--- src/pkg/lfs_pkg.sv ---
package lfs_pkg;

	// ==========================================================
	// Widths
	localparam int CHAN_N      = 16;
	localparam int SHIFT_W     = 17;

	// ==========================================================
	// Field encodings
	localparam logic [1:0] SEL_NONE  = 2'h0;
	localparam logic [1:0] SEL_OPEN  = 2'h1;
	localparam logic [1:0] SEL_SHORT = 2'h2;
	localparam logic [1:0] SEL_LEAK  = 2'h3;
	localparam logic [1:0] CUR_OFF   = 2'h0;

	// ==========================================================
	// Reset values of the control and on/off latches, and control field positions (power-save on, rest per defaults)
	localparam logic [15:0] CTRL_RST   = 16'he67f;
	localparam logic [15:0] ONOFF_RST  = 16'h0000;
	localparam int          SEL_LSB    = 7;
	localparam int          THR_LSB    = 9;
	localparam int          CUR_LSB    = 11;
	localparam int          TIM_LSB    = 13;
	localparam int          PS_BIT     = 15;

	// ==========================================================
	// Timing
	localparam int CLK_MHZ         = 20;
	localparam int BLANK_NS        = 500;
	localparam int BLANK_CYC       = (BLANK_NS * CLK_MHZ + 999) / 1000;
	localparam int WAKE_US         = 20;
	localparam int WAKE_CYC        = WAKE_US * CLK_MHZ;
	localparam int IDM_T0          = 17;
	localparam int IDM_T1          = 33;
	localparam int IDM_T2          = 65;
	localparam int IDM_T3          = 129;
	localparam int OSC_DIV         = 1;

	// Window states
	typedef enum logic [1:0] {
		WIN_IDLE = 2'b00,
		WIN_RUN  = 2'b01,
		WIN_DONE = 2'b10
	} lfs_win_t;

endpackage

--- src/pkg/lfs_cap_if.sv ---
`timescale 1ns/1ps
interface lfs_cap_if;
	logic        run_start;
	logic        run_stop;
	logic [1:0]  tim_sel;
	logic        active;
	logic        expired;

	modport ctl (output run_start, output run_stop, output tim_sel, input active, input expired);
	modport win (input run_start, input run_stop, input tim_sel, output active, output expired);
endinterface

--- src/hw/lfs_capture.sv ---
`timescale 1ns/1ps
module lfs_capture
	import lfs_pkg::*;
#(
	parameter int WAKE_CYCLES = WAKE_CYC
) (
	// Clock and reset
	input  wire logic                sys_clk_in,
	input  wire logic                rst_n_in,
	// Serial link pins
	input  wire logic                shift_clk_in,
	input  wire logic                serial_in_in,
	input  wire logic                latch_strobe_in,
	input  wire logic                blank_in,
	output logic                     serial_out_out,
	// Analog comparator results per channel, then global thermal and reference short flags
	input  wire logic [CHAN_N-1:0]   open_cmp_in,
	input  wire logic [CHAN_N-1:0]   short_cmp_in,
	input  wire logic [CHAN_N-1:0]   leak_cmp_in,
	input  wire logic                thermal_shutdown_in,
	input  wire logic                pre_thermal_warning_in,
	input  wire logic                ref_short_flag_in,
	// Oscillator tick
	input  wire logic                osc_tick_in,
	// Status to analog core
	output logic [CHAN_N-1:0]        onoff_out,
	output logic [1:0]               short_threshold_sel_out,
	output logic [1:0]               invisible_current_sel_out,
	output logic                     invisible_sink_out,
	output logic                     leak_source_out,
	output logic                     power_save_out,
	output logic [CHAN_N-1:0]        status_word_out
);

	// ==========================================================
	// Signals
	logic [SHIFT_W-1:0] shift_ff;
	logic [CHAN_N-1:0]  onoff_ff;
	logic [15:0]        ctrl_ff;
	logic [CHAN_N-1:0]  holder_ff;
	logic               ps_ff;
	logic               serial_out_ff;
	logic               tef_ff;
	logic               ptw_ff;
	logic [15:0]        wake_cnt_ff;
	logic [3:0]         settle_cnt_ff;

	// Edge detector history
	logic               sclk_d_ff;
	logic               lat_d_ff;
	logic               blank_d_ff;

	// Synchronised comparator results and pins
	logic [CHAN_N-1:0]  open_s;
	logic [CHAN_N-1:0]  short_s;
	logic [CHAN_N-1:0]  leak_s;
	logic [5:0]         pin_s;
	logic               sclk_s;
	logic               sin_s;
	logic               lat_s;
	logic               blank_s;
	logic               blank_n_s;
	logic               tsd_s;
	logic               ptw_s;
	logic               isf_s;

	// One-cycle edge strobes
	logic               sclk_rise;
	logic               lat_rise;
	logic               blank_rise;
	logic               blank_fall;

	// Decoded control and qualification
	logic [1:0]         sel;
	logic               idm_en;
	logic               det_ok;

	// Per-channel qualified results
	logic [CHAN_N-1:0]  open_v;
	logic [CHAN_N-1:0]  short_v;
	logic [CHAN_N-1:0]  leak_v;

	// Next-state values
	logic [CHAN_N-1:0]  nxt_holder;
	logic [CHAN_N-1:0]  nxt_onoff;
	logic [15:0]        nxt_ctrl;
	logic               cap_now;

	lfs_cap_if cap ();

	// ==========================================================
	// Synchronisers: pins and comparator results
	// Comparators are analog and may settle at any moment
	lfs_sync #(.W(3 * CHAN_N)) u_cmp_sync (
		.clk_in  (sys_clk_in),
		.rst_n_in(rst_n_in),
		.d_in    ({open_cmp_in, short_cmp_in, leak_cmp_in}),
		.q_out   ({open_s, short_s, leak_s})
	);

	// Shift clock and data share one synchroniser so they stay aligned
	lfs_sync #(.W(6)) u_pin_sync (
		.clk_in  (sys_clk_in),
		.rst_n_in(rst_n_in),
		.d_in    ({shift_clk_in, serial_in_in, latch_strobe_in,
		           thermal_shutdown_in, pre_thermal_warning_in, ref_short_flag_in}),
		.q_out   (pin_s)
	);

	// Blank idles high; carried inverted so the synchroniser's reset
	// value matches the idle level and no false edge follows reset
	lfs_sync #(.W(1)) u_blank_sync (
		.clk_in  (sys_clk_in),
		.rst_n_in(rst_n_in),
		.d_in    (~blank_in),
		.q_out   (blank_n_s)
	);

	assign blank_s = ~blank_n_s;
	assign {sclk_s, sin_s, lat_s, tsd_s, ptw_s, isf_s} = pin_s;

	// Edge detect on synchronised levels
	// History resets to each pin's idle level
	always_ff @(posedge sys_clk_in or negedge rst_n_in) begin
		if (!rst_n_in) begin
			sclk_d_ff  <= 1'b0;
			lat_d_ff   <= 1'b0;
			blank_d_ff <= 1'b1;
		end else begin
			sclk_d_ff  <= sclk_s;
			lat_d_ff   <= lat_s;
			blank_d_ff <= blank_s;
		end
	end

	assign sclk_rise  = sclk_s & ~sclk_d_ff;
	assign lat_rise   = lat_s & ~lat_d_ff;
	assign blank_rise = blank_s & ~blank_d_ff;
	assign blank_fall = ~blank_s & blank_d_ff;

	// ==========================================================
	// Control fields
	assign sel    = ctrl_ff[SEL_LSB +: 2];
	assign idm_en = (ctrl_ff[CUR_LSB +: 2] != CUR_OFF);

	// Latched fields and state out to the analog core
	assign short_threshold_sel_out   = ctrl_ff[THR_LSB +: 2];
	assign invisible_current_sel_out = ctrl_ff[CUR_LSB +: 2];
	assign onoff_out                 = onoff_ff;
	assign power_save_out            = ps_ff;
	assign status_word_out           = holder_ff;
	assign serial_out_out            = serial_out_ff;

	// ==========================================================
	// Invisible detection window
	// Held off in power-save; a blank rise ends it early
	assign cap.run_start = idm_en && blank_fall && !ps_ff;
	assign cap.run_stop  = blank_rise;
	assign cap.tim_sel   = ctrl_ff[TIM_LSB +: 2];

	lfs_idm_win u_win (
		.clk_in     (sys_clk_in),
		.rst_n_in   (rst_n_in),
		.osc_tick_in(osc_tick_in),
		.cap        (cap)
	);

	assign invisible_sink_out = cap.active;
	// Leak source only with leakage select, blank low, no invisible mode
	assign leak_source_out = (sel == SEL_LEAK) && !blank_s && !idm_en && !ps_ff;

	// ==========================================================
	// Settling after blank falls or outputs change; wake delay after power-save
	// Comparators swing while outputs switch, so captures wait it out
	always_ff @(posedge sys_clk_in or negedge rst_n_in) begin
		if (!rst_n_in) begin
			settle_cnt_ff <= 4'h0;
		end else if (blank_fall || (lat_rise && !shift_ff[SHIFT_W-1])) begin
			settle_cnt_ff <= 4'(BLANK_CYC);
		end else if (settle_cnt_ff != 4'h0) begin
			settle_cnt_ff <= settle_cnt_ff - 4'h1;
		end
	end

	// Reloaded throughout power-save; counts down once awake
	always_ff @(posedge sys_clk_in or negedge rst_n_in) begin
		if (!rst_n_in) begin
			wake_cnt_ff <= 16'h0000;
		end else if (ps_ff) begin
			wake_cnt_ff <= 16'(WAKE_CYCLES);
		end else if (wake_cnt_ff != 16'h0000) begin
			wake_cnt_ff <= wake_cnt_ff - 16'h0001;
		end
	end

	// Detection only valid when awake and settled
	// A capture attempted too early is dropped, not delayed
	assign det_ok = !ps_ff && (wake_cnt_ff == 16'h0000) && (settle_cnt_ff == 4'h0);

	// ==========================================================
	// Per-channel qualification
	// Off channels read 0 unless invisible mode sinks a test current;
	// leakage is only meaningful on channels that are switched off
	for (genvar gi = 0; gi < CHAN_N; gi++) begin : g_chan
		assign open_v[gi]  = open_s[gi] && (onoff_ff[gi] || idm_en);
		assign short_v[gi] = short_s[gi] && (onoff_ff[gi] || idm_en);
		assign leak_v[gi]  = leak_s[gi] && !onoff_ff[gi];
	end

	// Status word chosen by select; flags override to all ones
	// Reference short is a live level and is not held
	always_comb begin
		case (sel)
			SEL_OPEN:  nxt_holder = tef_ff ? {CHAN_N{1'b1}} : open_v;
			SEL_SHORT: nxt_holder = ptw_ff ? {CHAN_N{1'b1}} : short_v;
			SEL_LEAK:  nxt_holder = isf_s ? {CHAN_N{1'b1}} : leak_v;
			default:   nxt_holder = holder_ff;
		endcase
	end

	// Capture moment: blank rise normally, window end in invisible mode
	// Leakage has no window of its own and always waits for blank
	always_comb begin
		if (idm_en && sel != SEL_LEAK)
			cap_now = cap.active && (cap.expired || cap.run_stop);
		else
			cap_now = blank_rise;
	end

	// ==========================================================
	// Status holder; invalid results are not captured
	// Changes only at a capture moment, so a read between two
	// captures always returns one consistent snapshot
	always_ff @(posedge sys_clk_in or negedge rst_n_in) begin
		if (!rst_n_in) begin
			holder_ff <= '0;
		end else if (cap_now && det_ok && sel != SEL_NONE) begin
			holder_ff <= nxt_holder;
		end
	end

	// ==========================================================
	// Thermal flags: set by condition, held until next latch strobe.
	// Set wins over the strobe clear so no event is lost.
	always_ff @(posedge sys_clk_in or negedge rst_n_in) begin
		if (!rst_n_in) begin
			tef_ff <= 1'b0;
			ptw_ff <= 1'b0;
		end else begin
			if (tsd_s)
				tef_ff <= 1'b1;
			else if (lat_rise)
				tef_ff <= 1'b0;
			if (ptw_s)
				ptw_ff <= 1'b1;
			else if (lat_rise)
				ptw_ff <= 1'b0;
		end
	end

	// ==========================================================
	// Latch contents after the current strobe
	// Power-save looks at these values, not at the registers
	always_comb begin
		nxt_onoff = onoff_ff;
		nxt_ctrl  = ctrl_ff;
		if (lat_rise) begin
			if (shift_ff[SHIFT_W-1])
				nxt_ctrl = shift_ff[15:0];
			else
				nxt_onoff = shift_ff[CHAN_N-1:0];
		end
	end

	// On/off and control latches
	always_ff @(posedge sys_clk_in or negedge rst_n_in) begin
		if (!rst_n_in) begin
			onoff_ff <= ONOFF_RST;
			ctrl_ff  <= CTRL_RST;
		end else begin
			onoff_ff <= nxt_onoff;
			ctrl_ff  <= nxt_ctrl;
		end
	end

	// ==========================================================
	// Shift register; serial_out changes on shift clock rising edge and on a strobe that reloads the status word
	// Control writes skip the reload, so such a frame reads back as sent
	always_ff @(posedge sys_clk_in or negedge rst_n_in) begin
		if (!rst_n_in) begin
			shift_ff <= '0;
			serial_out_ff  <= 1'b0;
		end else if (sclk_rise) begin
			shift_ff <= {shift_ff[SHIFT_W-2:0], sin_s};
			serial_out_ff  <= shift_ff[SHIFT_W-1];
		end else if (lat_rise && !shift_ff[SHIFT_W-1] && sel != SEL_NONE) begin
			shift_ff[CHAN_N-1:0] <= holder_ff;
			serial_out_ff              <= shift_ff[SHIFT_W-1];
		end
	end

	// ==========================================================
	// Power-save: evaluated on the freshly updated latches.
	// Wake time for analog core is the host's to respect.
	// A shift clock edge wins over a strobe in the same cycle
	always_ff @(posedge sys_clk_in or negedge rst_n_in) begin
		if (!rst_n_in) begin
			ps_ff <= 1'b0;
		end else if (sclk_rise) begin
			ps_ff <= 1'b0;
		end else if (lat_rise && nxt_ctrl[PS_BIT] && nxt_onoff == '0) begin
			ps_ff <= 1'b1;
		end else if (!nxt_ctrl[PS_BIT]) begin
			ps_ff <= 1'b0;
		end
	end

endmodule // lfs_capture

--- src/hw/lfs_idm_win.sv ---
`timescale 1ns/1ps
module lfs_idm_win
	import lfs_pkg::*;
(
	// Clock and reset
	input  wire logic clk_in,
	input  wire logic rst_n_in,
	// Oscillator tick
	input  wire logic osc_tick_in,
	// Control
	lfs_cap_if.win    cap
);
	lfs_win_t   state_ff;
	logic [7:0] cnt_ff;
	logic [7:0] lim;

	// Working time in oscillator clocks
	always_comb begin
		case (cap.tim_sel)
			2'h0:    lim = 8'(IDM_T0);
			2'h1:    lim = 8'(IDM_T1);
			2'h2:    lim = 8'(IDM_T2);
			default: lim = 8'(IDM_T3);
		endcase
	end

	assign cap.active  = (state_ff == WIN_RUN);
	assign cap.expired = (state_ff == WIN_RUN) && osc_tick_in && (cnt_ff == lim - 8'h01);

	// ==========================================================
	// Window; blank rising ends it early
	always_ff @(posedge clk_in or negedge rst_n_in) begin
		if (!rst_n_in) begin
			state_ff <= WIN_IDLE;
			cnt_ff   <= 8'h00;
		end else begin
			case (state_ff)
				WIN_IDLE: begin
					cnt_ff <= 8'h00;
					if (cap.run_start)
						state_ff <= WIN_RUN;
				end
				WIN_RUN: begin
					if (cap.run_stop || cap.expired)
						state_ff <= WIN_DONE;
					else if (osc_tick_in)
						cnt_ff <= cnt_ff + 8'h01;
				end
				WIN_DONE: begin
					if (!cap.run_start)
						state_ff <= WIN_IDLE;
				end
				default: state_ff <= WIN_IDLE;
			endcase
		end
	end
endmodule // lfs_idm_win

--- src/hw/lfs_sync.sv ---
`timescale 1ns/1ps
module lfs_sync #(
	parameter int W = 1
) (
	// Clock and reset
	input  wire logic         clk_in,
	input  wire logic         rst_n_in,
	// Data
	input  wire logic [W-1:0] d_in,
	output logic      [W-1:0] q_out
);
	logic [W-1:0] meta_ff;

	// ==========================================================
	// Two-stage synchroniser; first stage is read only by second
	always_ff @(posedge clk_in or negedge rst_n_in) begin
		if (!rst_n_in) begin
			meta_ff <= '0;
			q_out   <= '0;
		end else begin
			meta_ff <= d_in;
			q_out   <= meta_ff;
		end
	end
endmodule // lfs_sync

--- config.mk ---
export PLATFORM = sky130hd
export DESIGN_NAME = lfs_capture
export DESIGN_NICKNAME = d
export VERILOG_FILES = /design/src/pkg/lfs_pkg.sv /design/src/pkg/lfs_cap_if.sv /design/src/hw/lfs_capture.sv /design/src/hw/lfs_idm_win.sv /design/src/hw/lfs_sync.sv
export SDC_FILE = /design/constraint.sdc
export NUM_CORES = 1
export LEC_CHECK = 0
export ABC_AREA = 1
export BUFFER_PORTS_ARGS = -buffer_cell sky130_fd_sc_hd__buf_2
export CORE_MARGIN = 1.5
export CORE_UTILIZATION = 30
export DETAILED_ROUTE_END_ITERATION = 12
export GPL_ROUTABILITY_DRIVEN = 0
export PLACE_DENSITY = 0.52
export SYNTH_ARGS = -nofsm -noshare
export SYNTH_HDL_FRONTEND = slang
export SYNTH_HIERARCHICAL = 1
export SYNTH_SLANG_ARGS = --single-unit
--- constraint.sdc ---
create_clock -name sys_clk_in -period 6.1 [get_ports sys_clk_in]
set_input_delay 0.915 -clock sys_clk_in [delete_from_list [all_inputs] [get_ports sys_clk_in]]
set_output_delay 0.915 -clock sys_clk_in [all_outputs]
set_load 0.005 [all_outputs]
---- Word-level counts from Yosys, hierarchy flattened ----
Cells that the tools add are included.
word-level totals
  bits in registers ....................... 212
  bits of input ports ..................... 58
operators by class
  eq/ne operators ......................... 15
  add/sub/neg operators ................... 4
  reduce and logical (&&, ||, !) cells .... 122
  multiplexer cells ....................... 31
  bitwise operators ....................... 9
operators by type and width
  cell                                                                    count
  16-bit two-way mux                                                      11
  1-bit logical AND                                                       65
  16-bit case mux with 3 select lines                                     1
  16-bit logical NOT                                                      2
  8-bit case mux with 3 select lines                                      1
  1-bit logical NOT                                                       19
  1-bit logical OR                                                        18
  8-bit two-way mux                                                       2
  8-bit case mux with 2 select lines                                      1
  16-bit nonzero test                                                     1
  2-bit nonzero test                                                      8
  16-bit by 1-bit subtractor with 16-bit output (second input constant)   1
  1-bit two-way mux                                                       9
  8-bit by 1-bit adder with 8-bit output (second input constant)          1
  2-bit equality test (second input constant)                             4
  8-bit equality test                                                     1
  4-bit two-way mux                                                       2
  2-bit != test (second input constant)                                   4
  8-bit by 1-bit subtractor with 8-bit output (second input constant)     1
  2-bit by 1-bit equality test with 1-bit output (second input constant)  3
  2-bit two-way mux                                                       3
  2-bit case mux with 3 select lines                                      1
  3-bit AND reduction                                                     2
  1-bit NOT                                                               5
  9 further kinds                                                         15

---- Logic depth before layout (Yosys ltp) ----
Gate-level depths: netlist of run 1.
  depth in word-level cells ............... 11
  mapped depth ............................ 15

---- Cells and area by module ----
Netlist of run 1, hierarchy kept.
by module, submodules not included
  module                    times used  area an instance (µm²)  seq. area each (µm²)  cells an instance
  lfs_capture               1           4722.0                  2134.5                638
  lfs_sync at u_cmp_sync    1           2402.3                  2402.3                96
  lfs_idm_win               1           788.3                   250.2                 118
  lfs_sync at u_pin_sync    1           300.3                   300.3                 12
  lfs_sync at u_blank_sync  1           50.0                    50.0                  2

---- Least setup slack after synthesis of run 1 ----
OpenSTA, ideal clock, no wires.
  path type ............................... in2reg
  start point ............................. input port osc_tick_in
  end point ............................... register holder_ff[11], in the netlist status_word_out[11]
  slack ................................... 3.892 ns
  arrival time ............................ 2.091 ns
  stages on the path ...................... 13
  data required time ...................... 5.983 ns
  cell sequence ........................... nand2_1 > inv_1 > nand2_1 > nor2_1 > nand3_1 > inv_1 > nand2_1 > o21ai_1 > nand3_1 > nand3b_4 > buf_2 > nor2_1 > nor2_1
between the ends
  longest elaborated chain between the ends .. 8
RTL lines
  item                                  RTL line            source
  start: declaration                    lfs_capture.sv:24   input wire logic osc_tick_in,
  1-bit logical AND (2 in series)       lfs_idm_win.sv:28   assign cap.expired = (state_ff == WIN_RUN) && osc_tick_in && (cnt_ff == lim - 8'h01);
  named net cap.expired                 lfs_cap_if.sv:7     logic expired;
  1-bit logical OR                      lfs_capture.sv:225  cap_now = cap.active && (cap.expired || cap.run_stop);
  1-bit logical AND                     lfs_capture.sv:225
  1-bit two-way mux                     lfs_capture.sv:224  if (idm_en && sel != SEL_LEAK)
  1-bit logical AND (2 in series)       lfs_capture.sv:237  end else if (cap_now && det_ok && sel != SEL_NONE) begin
  2-bit AND reduction (no source line)  --
  end signal: assignment                lfs_capture.sv:238  holder_ff <= nxt_holder;
  end: declaration                      lfs_capture.sv:40   logic [CHAN_N-1:0] holder_ff;
The timed path passes the listed nets, and every way through them passes these cells.
A chain may end at the register's enable or synchronous reset.

---- Final worst setup path of run 1 ----
  start point ............................. register ctrl_ff[12]
  end point ............................... output port leak_source_out
between the ends
  longest elaborated chain between the ends .. 4
RTL lines
  item                             RTL line            source
  start: declaration               lfs_capture.sv:39   logic [15:0] ctrl_ff;
  start signal: assignment         lfs_capture.sv:282  ctrl_ff <= nxt_ctrl;
  2-bit nonzero test               lfs_capture.sv:144  assign idm_en = (ctrl_ff[CUR_LSB +: 2] != CUR_OFF);
  1-bit logical NOT                lfs_capture.sv:170  assign leak_source_out = (sel == SEL_LEAK) && !blank_s && !idm_en && !ps_ff;
  1-bit logical AND (2 in series)  lfs_capture.sv:170
  end: declaration                 lfs_capture.sv:30   output logic leak_source_out,
No other way between the ends.

==> summary.txt, run 1 <==
Timing
  • Slew HR: between 20% and 30%
  • Final setup viols: 0
  • Max-slew violation count: 0
  • Final Hold Fails: 0
  • Pin slew with the least headroom to its limit: around 1200 ps
  • Tmin final: approximately 3300 ps
  • Unrepaired setup endpoints after global routing: no
  • Hold WS: 341.3 ps
  • Clk_skew: 11.43 ps
  • Fin crit share: ~53%
  • Highest clock rate: 306.7 MHz
  • Setup TNS: 0 ps

Global route
  • Largest net degree at the start of global routing: 95
  • Gr usage total: between 10% and 20%
  • GR Overflow Total: 0
  • Initial antenna violation count: 0
  • Vias in the first global route: slightly below 6000
  • First-pass GRT wire length: 31140 um

Clock network
  • Clock Sinks: just over 200
  • Cts hold-fix bufs: 0
  • CTS tree: built
  • Worst-Skew Late Latency: roughly 510 ps
  • H-Tree Depth: 1
  • Clock buffer depth: 3
  • Root buffer cell: clkbuf_16
  • Reg clk slew, reported paths: approximately 60 ps
  • TritonCTS Buffers: 23
  • Post-cts sizing count: 0
  • Post-CTS Setup Inserts: 0

Worst setup path
  • Crit Path Max Fanout: 33
  • Critical path class: flop to output pin
  • Worst path slowest cell: nor4_1
  • Critical Path RT: 5180 ps
  • Crit-path max cell delay: roughly 580 ps
  • Critical-path cell list: nor2_1, inv_1, nor4_1, buf_2
  • Delay-heaviest family, CP: simple AND/OR/NAND/NOR gates
  • Crit. End Element: output pin
  • WP buf/inv: 2
  • Crit start category: flop
  • Crit path DAT: 2350 ps

Hold path
  • Worst Hold Class: flop to flop

Synthesis
  • Seq cells post-synth: roughly 200
  • Post-Synth XOR/XNOR Area: less than 1%
  • Main synth FF type: dfrtp_1
  • Yosys top cell area share: about three fifths
  • Yosys warns: 6
  • Syn_nets: between 900 and 1000
  • Synth unique cells: 43
  • Share of synthesized registers carrying an async set or reset: 100.0%
  • EDFF count, synth: 0
  • Largest family of logic cells by synthesized area: simple AND/OR/NAND/NOR gates
  • Syn Inst Count: between 800 and 900
  • Area contributors post-synth: dfrtp_1 60%, nand2_1 9.6%, o21ai_0 4.7%
  • Compound-Gate Fraction of Synth Area: 9.373%
  • Sequential area share after synthesis: 62.17%
  • Adder-cell share of the synthesized area: less than 1%
  • Simple-gate share of the synthesized area: approximately a fifth
  • Mapped Area: a little over 8000 um^2
  • Mux cell area share after synthesis: 0.1363%
  • Syn Area/Cell: roughly 9.5 um^2
  • Cell taking the most area after synthesis: dfrtp_1

Run
  • Max_cap viols: 0

Power
  • Peak supply drop: between 0.0002 and 0.00025 V
  • P_leak: about 4.8 nW
  • PwrDens: between 400 and 500 nW/um^2

Die
  • Core region area: between 20000 and 30000 um^2
  • Die X: 169.0 um
  • Initial core utilization: a little under a third
  • Row Count: 60
  • Die area: between 20000 and 30000 um^2
  • IO Pins: ~100
  • Die Height: ~170 um

Route
  • Avg WL per Cell: 14.21 um
  • Final wirelength: 18720 um
  • Vias: a little under 6000
  • Router iterations before antenna repair: 4
  • Vias per inst: about 4.4
  • Iteration-0 DRC Markers: 283
  • Antenna-violating nets left: 0
  • Drt drc: 0

Cells and area
  • Final net count: roughly 1000
  • Fillers: between 2000 and 3000
  • Layout cell share with drive strength beyond 1: between 10% and 20%
  • Area growth syn-to-layout: 19.06%
  • Commonest non-fill, non-tap cells in the layout: 212 x nand2_1, 199 x dfrtp_1, 96 x buf_2, 90 x nor2_1, 88 x inv_1
  • Finished Layout Cells: about 1300
  • Post-layout util: between 30% and 40%
  • Commonest non-fill, non-tap cell in the layout: nand2_1
  • Diodes inserted: 0

Run status
  • Status: completed

Placement
  • Port bufs: 97
  • Placed insts: about 1300
  • Hpwl dp: approximately 13000 um
registers in the layout, summed over array words and instances, names as in the netlist:
signal	cells
serial_out_out	1
u_cmp_sync/q_out	48
wake_cnt_ff	16
u_blank_sync/meta_ff	1
u_win/state_ff	2
status_word_out	16
blank_d_ff	1
onoff_out	16
u_pin_sync/meta_ff	6
u_win/cnt_ff	8
shift_ff	17
ptw_ff	1
power_save_out	1
u_pin_sync/q_out	6
u_blank_sync/q_out	1
u_cmp_sync/meta_ff	48
tef_ff	1
lat_d_ff	1
settle_cnt_ff	4
sclk_d_ff	1
ctrl_ff	9
per-layer routing:
layer | vias up | track usage (%) | part of all wire (%) | routed length, um
li1 | 2953 | - | - | -
met1 | 2766 | 18.28 | 46 | 8681
met2 | 111 | 22.49 | 46 | 8597
met3 | 29 | 2.876 | 5.2 | 979
met4 | 0 | 4.231 | 2.4 | 457
met5 | - | 0 | 0 | 0
layout make-up:
| cell class | instances | area (um^2) | share of cell area, % |
|---|---|---|---|
| Clock inverter | 12 | 155.1 | 1.577 |
| Tap cell | 341 | 426.7 | 4.337 |
| Timing Repair Buffer | 100 | 516.7 | 5.252 |
| Clock buffer | 27 | 630.6 | 6.410 |
| Inverter | 101 | 379.1 | 3.853 |
| Multi-Input combinational cell | 531 | 2592 | 26.35 |
| Sequential cell | 205 | 5137 | 52.22 |
cell families after synthesis:
| group | after synthesis |
|---|---|
| flip-flops | 205 |
| XOR/XNOR | 8 |
| buffers and inverters | 130 |
| AND/OR/NAND/NOR | 379 |
| multiplexers | 1 |
| AO/OA/AOI/OAI | 138 |
| adder cells (fa/ha/maj) | 5 |
worst paths after layout:
kind	depth (start not counted)	slack (ps)	to	startpoint
max in group asynchronous	2	4410	u_cmp_sync/q_out[47]	rst_n_in
worst min-delay path	0	340	u_cmp_sync/q_out[7]	u_cmp_sync/meta_ff[7]
worst min register to register	0	340	u_cmp_sync/q_out[7]	u_cmp_sync/meta_ff[7]
worst max-delay path	4	2840	leak_source_out	ctrl_ff[12]
min in group asynchronous	1	450	u_win/cnt_ff[1]	rst_n_in
worst max register to register	13	3540	status_word_out[10]	u_win/cnt_ff[0]
metrics by stage:
step	power, W	area (um^2)	setup WS [ps]
2_1_floorplan	0.002291	8263	3892
3_3_place_gp	0.002549	9052	3345
3_5_place_dp	0.002558	9052	3299
4_1_cts	0.004007	9838	2757
5_1_grt	0.004204	9838	2627
6_report	0.003938	9838	2839
power by group:
part / switching, W / total [W] / internal, W / leakage, nW
sequential: 0.000160 / 0.00171 / 0.00155 / 2.49
clock: 0.000551 / 0.00142 / 0.000868 / 0.389
combinational: 0.000530 / 0.000807 / 0.000277 / 1.91
synthesized netlist by cell type (5+ instances only):
cell	instances
nor2_1	91
o21ai_0	77
o21ai_1	8
nand4_1	5
buf_2	7
nor4_1	5
a21oi_1	19
nor3_1	10
nand3_1	30
dfrtp_1	199
clkbuf_1	14
inv_1	88
inv_2	10
ha_1	5
xor2_1	7
dfstp_2	6
o211ai_1	26
nand2_1	212
(Power assumes the default switching activity.)
==> inputs of run 2 (changes only) <==
==> constraint.sdc (replaced) <==
create_clock -name sys_clk_in -period 3.05 [get_ports sys_clk_in]
set_input_delay 0.4575 -clock sys_clk_in [delete_from_list [all_inputs] [get_ports sys_clk_in]]
set_output_delay 0.4575 -clock sys_clk_in [all_outputs]
set_load 0.005 [all_outputs]
==> run 2 against run 1 <==
Net effect:
- via count is 1.2% higher
- wire length is 1.8% higher
- worst hold slack worse by 300 ps
- global-route usage is 0.16 points lower
- critical path type unchanged
- largest power group unchanged
- clock-buffer cell count is 6 higher
- clock power is 110% higher
- setup slack worse by 2500 ps
==> summary.txt, run 2 (synthesized netlist as in run 1, its figures left out) <==
Cells and area
  • Final net count: 1032 (+0.68%)
  • Post-layout util: 36.87% (+0.46 points)
  • Area growth syn-to-layout: 20.58%
  • Commonest non-fill, non-tap cells in the layout: 212 x nand2_1, 199 x dfrtp_1, 96 x buf_2, 90 x nor2_1, 88 x inv_1
  • Commonest non-fill, non-tap cell in the layout: nand2_1
  • Biggest regs: u_cmp_sync/meta_ff x48, u_cmp_sync/q_out x48, shift_ff x17
  • Layout cell share with drive strength beyond 1: 18.86% (+0.52 points)
  • Diodes inserted: 0 (unchanged)
  • Post-route cell area: 9963 um^2 (+1.3%)

Die
  • Initial core utilization: 30.57% (unchanged)
  • Die Height: 169.0 um (unchanged)
  • Row Count: 60 (unchanged)
  • IO Pins: 98 (unchanged)
  • Die area: 28550 um^2 (unchanged)
  • Core region area: 27030 um^2 (unchanged)
  • Die X: 169.0 um (unchanged)

Timing
  • Fin crit share: approximately nine tenths
  • Highest clock rate: 372.4 MHz
  • Hold WS: 44.97 ps (-296.4 ps)
  • Max-slew violation count: 0 (unchanged)
  • Setup TNS: 0 ps (unchanged)
  • Clk_skew: 11.36 ps (-0.07360 ps)
  • Slew HR: 55.36% (+34 points)
  • Final setup viols: 0 (unchanged)
  • Tmin final: 2685 ps
  • Pin slew with the least headroom to its limit: 663.4 ps (-513.1 ps)
  • Final Hold Fails: 0 (unchanged)
  • Setup WS post-layout: 364.7 ps (-2475 ps)
  • Unrepaired setup endpoints after global routing: no

Placement
  • Port bufs: 97 (unchanged)
  • Placed Area: 9115 um^2 (+0.69%)
  • Hpwl dp: 12890 um (-0.60%)
  • Pre-CTS setup slack: 771.1 ps (-2528 ps)

Clock network
  • Post-CTS Setup Inserts: 0 (unchanged)
  • TritonCTS Buffers: 24 (+4.3%)
  • CTS tree: built
  • Root buffer cell: clkbuf_16
  • Cts hold-fix bufs: 1 (+1)
  • H-Tree Depth: 1 (unchanged)
  • Worst-Skew Late Latency: 520 ps (about the same)
  • Reg clk slew, reported paths: 60 ps (about the same)
  • Clock Sinks: 205 (unchanged)
  • Clock buffer depth: 3 (unchanged)
  • Post-cts sizing count: 0 (unchanged)

Global route
  • Largest net degree at the start of global routing: 84 (-12%)
  • Global-route met2 utilization: 21.38% (-1.1 points)
  • Met3 GRT Util: 2.923% (+0.047 points)
  • Gr usage total: 13.58% (-0.16 points)
  • GR Overflow Total: 0 (unchanged)
  • First-pass GRT wire length: 30860 um (-0.89%)
  • Initial antenna violation count: 0 (unchanged)
  • Global route hottest layer: met2
  • GR met1 Demand/Resource: 18.79% (+0.51 points)
  • Vias in the first global route: 5704 (-3.7%)

Route
  • Iteration-0 DRC Markers: 281 (-0.71%)
  • Avg WL per Cell: 14.35 um (+1.0%)
  • Antenna-violating nets left: 0 (unchanged)
  • Final wirelength: 19050 um (+1.8%)
  • Drt drc: 0 (unchanged)
  • Vias: 5931 (+1.2%)
  • Router iterations before antenna repair: 4 (unchanged)
  • Vias per inst: 4.469 (+0.47%)

Worst setup path
  • FF-to-FF End: status_word_out[0]
  • Worst path slowest cell: nor4_1
  • Critical Path RT: 2590 ps (-2590 ps)
  • Crit Path Max Fanout: 33 (unchanged)
  • R2R Setup Slk: 750 ps (-2790 ps)
  • Crit-path max cell delay: 540 ps (-40 ps)
  • Crit path DAT: 2230 ps (-120 ps)
  • Crit start category: flop
  • R2r worst-path depth: 13 (unchanged)
  • Reg-to-reg critical path startpoint: u_win/cnt_ff[0]
  • Crit. End Element: output pin
  • Critical-path cell list: nor2_1, inv_1, buf_4, nor4_1, buf_2
  • Critical path class: flop to output pin

Run status
  • Status: completed

Hold path
  • HP Start: open_cmp_in[12]
  • Hold endpoint: u_cmp_sync/meta_ff[44]
  • Worst Hold Class: primary input to flop
  • Hold path cells: 1 (+1)

Power
  • Peak supply drop: 0.0004417 V (+100%)
  • P_leak: 4.857 nW (+1.4%)
  • PwrDens: 807.8 nW/um^2 (+100%)

Run
  • Max_cap viols: 0 (unchanged)
-- run 2: layer usage --
layer	vias up	wire length, um
met5	-	0
met4	0	422
met3	27	985
met2	105	8676
met1	2828	8964
li1	2971	-
-- run 2: how the worst max path moves through the flow --
stage	startpoint	endpoint	cells after the start	slack, ps
finish	ctrl_ff[12]	leak_source_out	5	360
floorplan	u_win/cnt_ff[0]	status_word_out[11]	14	1010
CTS	ctrl_ff[12]	leak_source_out	5	400
global placement	u_win/cnt_ff[0]	status_word_out[15]	13	830
global route	ctrl_ff[12]	leak_source_out	5	300
detailed placement	u_win/cnt_ff[0]	status_word_out[3]	13	770
-- run 2: power by group --
| group | total (W) | internal (W) | switching [W] |
|---|---|---|---|
| combinational | 0.00167 | 0.000583 | 0.00109 |
| sequential | 0.00342 | 0.00310 | 0.000319 |
| clock | 0.00296 | 0.00182 | 0.00114 |
-- run 2: final cells by class --
type                    instances  area (um^2)
clock buffers                  33        715.7
clock inverters                10        122.6
fillers                      2755        17060
inverters                     101        379.1
multi-input cells             531         2592
flip-flops and latches        205         5137
well taps                     341        426.7
repair buffers                106        589.3
-- run 2: critical path, delay by kind of cell (launching register included) --
| kind | cells | cell delay (ps) |
|---|---|---|
| and+or+nand+nor | 2 | 770 |
| buffers and inverters | 3 | 530 |
| DFF | 1 | 410 |
-- run 2: per-stage QoR --
| step | cells | total power (W) |
|---|---|---|
| final | 1327 | 0.008048 |
| after global routing | 1327 | 0.008549 |
| after CTS | 1327 | 0.008168 |
| after detailed placement | 1283 | 0.005154 |
| after global placement | 1283 | 0.005136 |
| after floorplan | 866 | 0.004581 |
